$ cat src/status_regs.svh
// Bit positions, masks, widths and reset values of the status-reporting block
`ifndef STATUS_REGS_SVH
`define STATUS_REGS_SVH

// ======================================================================
// Widths
`define ESR_W 8
`define QUES_W 16
`define CODE_W 16
`define ERRQ_DEPTH 20
`define ERRQ_PTR_W 5
`define ERRQ_LAST 5'h13
`define ERRQ_PTR_ONE 5'h01
`define ERRQ_FULL 5'h14

// ======================================================================
// Standard event flag positions
`define ESR_OPC 0
`define ESR_QYE 2
`define ESR_DDE 3
`define ESR_EXE 4
`define ESR_CME 5
`define ESR_PON 7
`define ESR_USED_MASK 8'hbd

// ======================================================================
// Measurement quality flag positions
`define QUES_VOLT 0
`define QUES_CURR 1
`define QUES_OHMS 9
`define QUES_LIM_LO 11
`define QUES_LIM_HI 12
`define QUES_USED_MASK 16'h1a03

// ======================================================================
// Status byte summary positions
`define STB_QUES 3
`define STB_ESB 5

// ======================================================================
// Reset and fill values
`define ESR_RESET 8'h00
`define QUES_RESET 16'h0000
`define CODE_NONE 16'h0000
`define PTR_RESET 5'h00

`endif

$ cat src/status_pkg.sv
// Types shared by the status-reporting modules
package status_pkg;

   // ===================================================================
   // Commands from the remote command parser
   typedef enum logic [3:0] {
      cmd_esr_query,
      cmd_ese_write,
      cmd_ese_query,
      cmd_ques_event_query,
      cmd_ques_enable_write,
      cmd_ques_enable_query,
      cmd_status_preset,
      cmd_clear_status,
      cmd_psc_write,
      cmd_psc_query,
      cmd_error_query,
      cmd_stb_query
   } cmd_e;

   // ===================================================================
   // Function class of a reading overload
   typedef enum logic [1:0] {
      ovl_voltage,
      ovl_current,
      ovl_ohms
   } ovl_e;

   typedef logic [15:0] code_t;

endpackage : status_pkg

$ cat src/errq_if.sv
// Link between the status logic and its error queue
`timescale 1ns/1ps
interface errq_if;
   logic push;
   status_pkg::code_t push_code;
   logic pop;
   status_pkg::code_t head_code;
   logic empty;
   logic full;
   logic [4:0] count;

   modport producer (output push, output push_code, output pop,
                     input head_code, input empty, input full, input count);
   modport queue (input push, input push_code, input pop,
                  output head_code, output empty, output full, output count);
endinterface : errq_if

$ cat src/error_queue.sv
// First-in first-out store of error codes
`timescale 1ns/1ps
`include "status_regs.svh"
module error_queue (
   input wire logic clk, // Instrument clock
   input wire logic rstn, // Asynchronous reset, active low
   errq_if.queue q // Push and pop side
);

   status_pkg::code_t mem [`ERRQ_DEPTH];
   logic [`ERRQ_PTR_W-1:0] wr_q;
   logic [`ERRQ_PTR_W-1:0] rd_q;
   logic [`ERRQ_PTR_W-1:0] cnt_q;
   logic do_push;
   logic do_pop;

   function automatic logic [`ERRQ_PTR_W-1:0] wrap_inc(input logic [`ERRQ_PTR_W-1:0] p);
      wrap_inc = (p == `ERRQ_LAST) ? `PTR_RESET : p + `ERRQ_PTR_ONE;
   endfunction : wrap_inc

   // A push into a full queue is dropped: the oldest errors are kept
   assign do_push = q.push && (cnt_q != `ERRQ_FULL);
   assign do_pop = q.pop && (cnt_q != `PTR_RESET);
   assign q.empty = (cnt_q == `PTR_RESET);
   assign q.full = (cnt_q == `ERRQ_FULL);
   assign q.count = cnt_q;
   assign q.head_code = q.empty ? `CODE_NONE : mem[rd_q];

   always_ff @(posedge clk) begin
      if (do_push) begin
         mem[wr_q] <= q.push_code;
      end
   end

   always_ff @(posedge clk or negedge rstn) begin
      if (!rstn) begin
         wr_q <= `PTR_RESET;
         rd_q <= `PTR_RESET;
         cnt_q <= `PTR_RESET;
      end else begin
         if (do_push) begin
            wr_q <= wrap_inc(wr_q);
         end
         if (do_pop) begin
            rd_q <= wrap_inc(rd_q);
         end
         if (do_push && !do_pop) begin
            cnt_q <= cnt_q + `ERRQ_PTR_ONE;
         end else if (do_pop && !do_push) begin
            cnt_q <= cnt_q - `ERRQ_PTR_ONE;
         end
      end
   end

endmodule : error_queue

$ cat src/scpi_event_status_registers.sv
// Standard event and measurement quality registers with masks and error queue
//
// How it works
// - Masked standard events OR into summary bit
// - Error bits two to five queue an error
// - Overload sets device error, quality bit, no queue
// - Operation complete sets bit zero
// - Three query fault causes set bit two
// - Self-test, calibration, overload set bit three
// - Failed execution sets bit four
// - Syntax error sets bit five
// - Power cycle sets bit seven until cleared
// - Standard event query clears the flags
// - Standard mask: zero write clears; power-on per setting
// - Overload class selects quality bit 0, 1, 9
// - Limit test sets bits eleven and twelve
// - Masked quality events OR into summary bit
// - Quality event query clears the flags
// - Quality mask cleared by zero write, power-on
// - Preset clears the quality mask
// - Clear status clears both event registers
// - Twenty-entry queue read oldest first
// - Queries return binary weighted register value
// - Summaries drive status byte bits three, five
// - Summaries unlatched, follow their event registers
`timescale 1ns/1ps
`include "status_regs.svh"
module scpi_event_status_registers (
   input wire logic clk, // Instrument clock, 50 MHz
   input wire logic rstn, // Power-on reset, active low
   input wire logic cmd_valid, // Command strobe, one cycle
   input wire status_pkg::cmd_e cmd_code, // Decoded command
   input wire logic [15:0] cmd_value, // Enable or setting value
   output logic resp_valid, // Query answer strobe
   output logic [15:0] resp_value, // Query answer, binary weighted
   input wire logic opc_done, // All commands through the completion mark done
   input wire logic qye_empty_read, // Read of an empty output buffer
   input wire logic qye_unread_query, // New line before a query answer was read
   input wire logic qye_buffers_full, // Input and output buffers both full
   input wire logic selftest_fail, // Self-test failure
   input wire logic cal_fail, // Calibration failure
   input wire logic exec_fail, // Command failed during execution
   input wire logic syntax_fail, // Command syntax error
   input wire logic [15:0] err_code, // Error number queued with a fault
   input wire logic overload, // Reading overload
   input wire status_pkg::ovl_e overload_kind, // Function class of the overload
   input wire logic limit_low, // Reading below lower limit
   input wire logic limit_high, // Reading above upper limit
   input wire logic psc_saved, // Stored power-on clear setting
   input wire logic [7:0] ese_saved, // Standard mask kept across power cycles
   output logic std_summary, // Standard event summary, status byte bit 5
   output logic ques_summary, // Quality summary, status byte bit 3
   output logic [7:0] ese_mask, // Standard mask, for retention outside
   output logic psc_value, // Current power-on clear setting
   output logic psc_write, // Pulse: store the new setting
   output logic [4:0] errq_count // Errors waiting in the queue
);

   // ===================================================================
   // Command decoding
   function automatic logic hit(input logic v, input status_pkg::cmd_e c,
                                input status_pkg::cmd_e want);
      hit = v && (c == want);
   endfunction : hit

   wire esr_query = hit(cmd_valid, cmd_code, status_pkg::cmd_esr_query);
   wire ese_write = hit(cmd_valid, cmd_code, status_pkg::cmd_ese_write);
   wire ese_query = hit(cmd_valid, cmd_code, status_pkg::cmd_ese_query);
   wire ques_query = hit(cmd_valid, cmd_code, status_pkg::cmd_ques_event_query);
   wire qen_write = hit(cmd_valid, cmd_code, status_pkg::cmd_ques_enable_write);
   wire qen_query = hit(cmd_valid, cmd_code, status_pkg::cmd_ques_enable_query);
   wire preset = hit(cmd_valid, cmd_code, status_pkg::cmd_status_preset);
   wire clear_status = hit(cmd_valid, cmd_code, status_pkg::cmd_clear_status);
   wire psc_cmd = hit(cmd_valid, cmd_code, status_pkg::cmd_psc_write);
   wire psc_query = hit(cmd_valid, cmd_code, status_pkg::cmd_psc_query);
   wire err_query = hit(cmd_valid, cmd_code, status_pkg::cmd_error_query);
   wire stb_query = hit(cmd_valid, cmd_code, status_pkg::cmd_stb_query);
   wire any_query = esr_query | ese_query | ques_query | qen_query | psc_query |
                    err_query | stb_query;

   // ===================================================================
   // State
   logic init_q;
   logic [7:0] esr_q;
   logic [7:0] esr_d;
   logic [7:0] ese_q;
   logic [7:0] ese_d;
   logic [15:0] ques_q;
   logic [15:0] ques_d;
   logic [15:0] qen_q;
   logic [15:0] qen_d;
   logic psc_q;
   logic psc_d;
   logic psc_wr_q;
   logic resp_valid_q;
   logic [15:0] resp_q;
   logic [15:0] resp_d;

   errq_if eq ();

   error_queue u_errq (
      .clk(clk),
      .rstn(rstn),
      .q(eq)
   );

   // ===================================================================
   // Standard event sources
   wire qye_set = qye_empty_read | qye_unread_query | qye_buffers_full;
   wire dve_fault = selftest_fail | cal_fail;
   wire dve_set = dve_fault | overload;
   wire pon_set = !init_q;

   wire [7:0] esr_set = ({7'h00, opc_done} << `ESR_OPC) |
                        ({7'h00, qye_set} << `ESR_QYE) |
                        ({7'h00, dve_set} << `ESR_DDE) |
                        ({7'h00, exec_fail} << `ESR_EXE) |
                        ({7'h00, syntax_fail} << `ESR_CME) |
                        ({7'h00, pon_set} << `ESR_PON);

   // A flag raised in the cycle of its clear survives: set wins
   wire esr_clear = esr_query | clear_status;
   assign esr_d = ((esr_clear ? `ESR_RESET : esr_q) | esr_set) & `ESR_USED_MASK;

   // ===================================================================
   // Error queue feed
   // Overload alone raises no push, so it never reaches the queue
   assign eq.push = qye_set | dve_fault | exec_fail | syntax_fail;
   assign eq.push_code = err_code;
   assign eq.pop = err_query;
   assign errq_count = eq.count;

   // ===================================================================
   // Measurement quality sources
   wire ovl_volt = overload && (overload_kind == status_pkg::ovl_voltage);
   wire ovl_curr = overload && (overload_kind == status_pkg::ovl_current);
   wire ovl_ohms = overload && (overload_kind == status_pkg::ovl_ohms);

   wire [15:0] ques_set = ({15'h0000, ovl_volt} << `QUES_VOLT) |
                          ({15'h0000, ovl_curr} << `QUES_CURR) |
                          ({15'h0000, ovl_ohms} << `QUES_OHMS) |
                          ({15'h0000, limit_low} << `QUES_LIM_LO) |
                          ({15'h0000, limit_high} << `QUES_LIM_HI);

   wire ques_clear = ques_query | clear_status;
   assign ques_d = ((ques_clear ? `QUES_RESET : ques_q) | ques_set) &
                   `QUES_USED_MASK;

   // ===================================================================
   // Enable masks and power-on clear setting
   // The retained mask is taken one edge after release; async reset loads constants only
   // Stored setting read directly: psc_q itself is only loaded on this same edge
   wire [7:0] ese_power = psc_saved ? `ESR_RESET : ese_saved;
   assign ese_d = !init_q ? ese_power :
                  ese_write ? cmd_value[7:0] :
                  ese_q;
   assign qen_d = (preset ? `QUES_RESET :
                   qen_write ? cmd_value :
                   qen_q);
   assign psc_d = !init_q ? psc_saved :
                  psc_cmd ? cmd_value[0] :
                  psc_q;

   // ===================================================================
   // Summaries: combinational so a cleared register drops its bit at once
   assign std_summary = |(esr_q & ese_q);
   assign ques_summary = |(ques_q & qen_q);
   wire [15:0] stb_bits = ({15'h0000, ques_summary} << `STB_QUES) |
                          ({15'h0000, std_summary} << `STB_ESB);

   // ===================================================================
   // Query answers, always the raw binary weight of the bits
   assign resp_d = esr_query ? {8'h00, esr_q} :
                   ese_query ? {8'h00, ese_q} :
                   ques_query ? ques_q :
                   qen_query ? qen_q :
                   psc_query ? {15'h0000, psc_q} :
                   err_query ? eq.head_code :
                   stb_query ? stb_bits :
                   resp_q;

   // ===================================================================
   // Registers
   always_ff @(posedge clk or negedge rstn) begin
      if (!rstn) begin
         init_q <= 1'b0;
         psc_q <= 1'b0;
         psc_wr_q <= 1'b0;
      end else begin
         init_q <= 1'b1;
         psc_q <= psc_d;
         psc_wr_q <= psc_cmd;
      end
   end

   always_ff @(posedge clk or negedge rstn) begin
      if (!rstn) begin
         esr_q <= `ESR_RESET;
         ques_q <= `QUES_RESET;
      end else begin
         esr_q <= esr_d;
         ques_q <= ques_d;
      end
   end

   // Quality mask clears on every power-on regardless of the setting
   always_ff @(posedge clk or negedge rstn) begin
      if (!rstn) begin
         ese_q <= `ESR_RESET;
         qen_q <= `QUES_RESET;
      end else begin
         ese_q <= ese_d;
         qen_q <= qen_d;
      end
   end

   always_ff @(posedge clk or negedge rstn) begin
      if (!rstn) begin
         resp_valid_q <= 1'b0;
         resp_q <= `QUES_RESET;
      end else begin
         resp_valid_q <= any_query;
         resp_q <= resp_d;
      end
   end

   // ===================================================================
   // Outputs
   assign resp_valid = resp_valid_q;
   assign resp_value = resp_q;
   assign ese_mask = ese_q;
   assign psc_value = psc_q;
   assign psc_write = psc_wr_q;

endmodule : scpi_event_status_registers

$ cat config.mk
export PLATFORM = sky130hd
export DESIGN_NAME = scpi_event_status_registers
export DESIGN_NICKNAME = d
export VERILOG_FILES = /design/src/status_pkg.sv /design/src/errq_if.sv /design/src/error_queue.sv /design/src/scpi_event_status_registers.sv
export VERILOG_INCLUDE_DIRS = /design/src
export SDC_FILE = /design/constraint.sdc
export NUM_CORES = 1
export LEC_CHECK = 0
export BUFFER_PORTS_ARGS = -buffer_cell sky130_fd_sc_hd__buf_2
export CELL_PAD_IN_SITES_DETAIL_PLACEMENT = 0
export CELL_PAD_IN_SITES_GLOBAL_PLACEMENT = 1
export CORE_ASPECT_RATIO = 1.5
export CORE_UTILIZATION = 45
export CTS_CLUSTER_DIAMETER = 80
export CTS_CLUSTER_SIZE = 28
export DETAILED_ROUTE_END_ITERATION = 10
export MAX_ROUTING_LAYER = met4
export PLACE_DENSITY_LB_ADDON = 0.1
export SLEW_MARGIN = 10
export SYNTH_ARGS = -nofsm -noshare
export SYNTH_HDL_FRONTEND = slang
export SYNTH_SLANG_ARGS = --single-unit
$ cat constraint.sdc
create_clock -name clk -period 2.6 [get_ports clk]
set_input_delay 0 -clock clk [delete_from_list [all_inputs] [get_ports clk]]
set_output_delay 0 -clock clk [all_outputs]
set_load 0.05 [all_outputs]
==> results.toml <==
[logic_synthesis]
synth.most_common_cell = "edfxtp_1"
synth.distinct_cells = 58
synth.avg_cell_area_sq_um = 17.54
netlist_area_sq_um = 15730
synth_nets = 968
ys_seq_area_frac = 0.7222
synth_flop_cell = "edfxtp_1"
yosysTopAreaCell = "edfxtp_1"
synth_area_leaders = "edfxtp_1, mux4_2, dfrtp_1, nand2_1, nor2_1"
synthArstFlopShare = 0.1795
synthCells = 897
ys_top_cells_by_count = "edfxtp_1, nand2_1, mux4_2, dfrtp_1, nor2_1"
yosysWarnings = 0
synth_top_area_frac = 0.6108
ys_seq_elements = 390
synth_edf_count = 320

[place]
placed_cells = 1483
portBuffers = 94
gp_congestion = 0.8947
hpwl_mm = 26.51

[clocking]
htree_levels = 1
cts_tree = "built"
numCtsBuffers = 17
root_buffer = "clkbuf_16"
cts_sinks = 390
cts_resized = 0
path_clk_slew_ns = 0.12
clkLatencyLatePin_ns = 0.55
clockBufferDepth = 3

[setup_path]
reg2reg_from = "u_errq.q.count[1]"
cp_slowest_cell = "dlygate4sd3_1"
cpMostUsedCell = "dlygate4sd3_1"
cp-end-kind = "register"
cp-start-kind = "input port"
cp.required_ns = 3.00
critical_path_arrival_ns = 2.75
path_cells = "dlygate4sd3_1, buf_2, nor3b_2, nand2_1, o21a_1, a2111o_1, dlygate4sd3_1"
r2r_setup_slack_ns = 0.28
critical_path_class = "in2reg"
r2r_cells = 11
crit_fanout = 14
slowest_delay_ns = 0.56
r2r_end = "u_errq.q.count[4]"

[global_routing]
grt_pass1_wl_mm = 58.97
grt_use_met1 = 0.2750
grt_pass1_vias = 9376
grt_use_total = 0.2346
grt_max_degree = 44
met2_usage = 0.4265
grt.overflow.total = 0
top_usage_layer = "met2"
grtUsageMet3 = 0.01858
grt_antenna_before_repair = 0

[timing]
setup_viol = 0
worst_pin_slew_ns = 0.8939
finalWorstPathRequiredPeriod_ns = 2.346
final.setup_skew_ns = 0.03613
fmax_mhz = 426.2
finalHoldViolCount = 0
holdWs_ns = 0.02353
maxSlewHeadroom = 0.4028
rsz0062_at_grt = "no"
final.setup.tns_ns = 0
period_share = 0.9025
final_max_slew_viol_count = 0

[floorplanning]
core.rowCount = 83
fp.dieH_um = 231.0
dieArea_sq_um = 35720
io-pin-count = 95
die_w_um = 154.7
start_util = 0.4576
core_sq_um = 34370

[route]
dr.pass1.iters = 6
viasPerCell = 5.534
route.detailed.drc = 0
antenna_left = 0
avgRoutedWirePerCell_um = 24.57
first_iter_violations = 590
vias = 8727
routed_wl_mm = 38.75

[final_layout]
stdcell_count = 1577
finish.utilization = 0.5340
area_delta_synth_final_pct = 16.69
layout.nets = 1170
fillCellCount = 2836
drive_gt1_frac = 0.2757
antenna-diode-count = 0

[power]
power_density_nw_per_um2 = 860.3
seq_power_share = 0.514
p_leak_uw = 0.006369
p_int_uw = 10940
switching_share = 0.3072
switching_power_uw = 4851
peakVddDrop_v = 0.0005407
comb_power_share = 0.290
clkPwrFrac = 0.196

[run]
drv_cap = 0

[min_path]
holdCritPathClass = "in2async"

[outcome]
status = "completed"
[registers in the layout, summed over array words and instances, names as in the netlist]
register and count:
ese_mask 8, init_q 1, resp_value 16, psc_write 1
u_errq.wr_q 5, u_errq.mem 320, u_errq.rd_q 5, u_errq.q.count 5
psc_value 1, ques_q 5, resp_valid 1, esr_q 6
qen_q 16
[worst max path at each step]
stage | from | to | slack [ns] | depth (start not counted)
global route | u_errq.q.count[1] | u_errq.q.count[4] | 0.14 | 11
detailed placement | u_errq.q.count[1] | u_errq.q.count[4] | 0.29 | 11
CTS | u_errq.q.count[1] | u_errq.q.count[4] | 0.26 | 11
floorplan | u_errq.q.count[1] | u_errq.q.count[4] | -0.07 | 12
global placement | u_errq.q.count[1] | u_errq.q.count[4] | 0.32 | 11
finish | cmd_valid | esr_q[3] | 0.25 | 7
[critical path, delay by kind of cell]
kind                   cells  cell delay (ns)
and+or+nand+nor            2             0.66
AOI/OAI and AO/OA          2             0.75
buffers and inverters      3             1.32
[cells by family (layout without fill, tap and decap cells)]
family          Yosys count  after routing  synth area share
compound gates          139            139           0.06760
xor+xnor                  8              8          0.004454
fa+ha+maj                10             10          0.008431
buf+inv                  62            275           0.02092
flops                   390            390            0.7222
mux                      92             92            0.1215
other cells               1              1         0.0002384
simple gates            195            195           0.05472
[through the flow]
stage / total power, uW / worst slack [ns] / instance area (sq um)
2_1_floorplan: 11300 / -0.07241 / 15780
3_5_place_dp: 12880 / 0.2903 / 17240
6_report: 15790 / 0.2536 / 18360
5_1_grt: 16570 / 0.1427 / 18360
4_1_cts: 16030 / 0.2621 / 18360
3_3_place_gp: 12830 / 0.3151 / 17240
[final cells by class]
type | count | area [sq um] | area share
clock buffer | 28 | 466.7 | 0.02542
clock inverter | 2 | 12.51 | 0.0006816
inverter | 16 | 65.06 | 0.003544
multi-input combinational | 445 | 4131 | 0.2251
sequential | 390 | 11370 | 0.6197
tap | 467 | 584.3 | 0.03183
timing repair buffer | 229 | 1722 | 0.09379
[power groups by stage]
stage / clock network [uW] / logic (uW) / registers [uW]
floorplan: 0 / 2870 / 8430
global placement: 0 / 4580 / 8250
detailed placement: 0 / 4600 / 8280
CTS: 3200 / 4690 / 8130
global route: 3390 / 4970 / 8210
finish: 3090 / 4580 / 8120
[layout by cell type (no fill, tap or decap), drive strengths merged, types with 5 or more instances in the layout]
master / count
edfxtp: 320
buf: 165
nand2: 92
mux4: 79
dfrtp: 70
dlygate4sd3: 64
nor2: 50
clkbuf: 28
a21oi: 26
nand3: 23
a22o: 16
inv: 16
o21ai: 15
mux2i: 12
a22oi: 11
a21o: 10
a31oi: 9
ha: 9
and3: 7
o22ai: 7
o21a: 6
a32o: 5
nor2b: 5
a311o: 5
a221o: 5
nor3: 5
a211oi: 5
[metal layers]
metal	vias to the layer above	wire (um)
met5	-	0
met4	0	1104
met3	46	1008
met2	188	21210
met1	4538	15430
li1	3955	-
[what timing repair did]
action / in CTS / in global routing
setup buffers: 0 / 0
setup endpoints to repair: 0 / 0
endpoints found under the hold margin: 431 / 0
hold buffers: 64 / 0
Power figures use the tool's default switching activity.
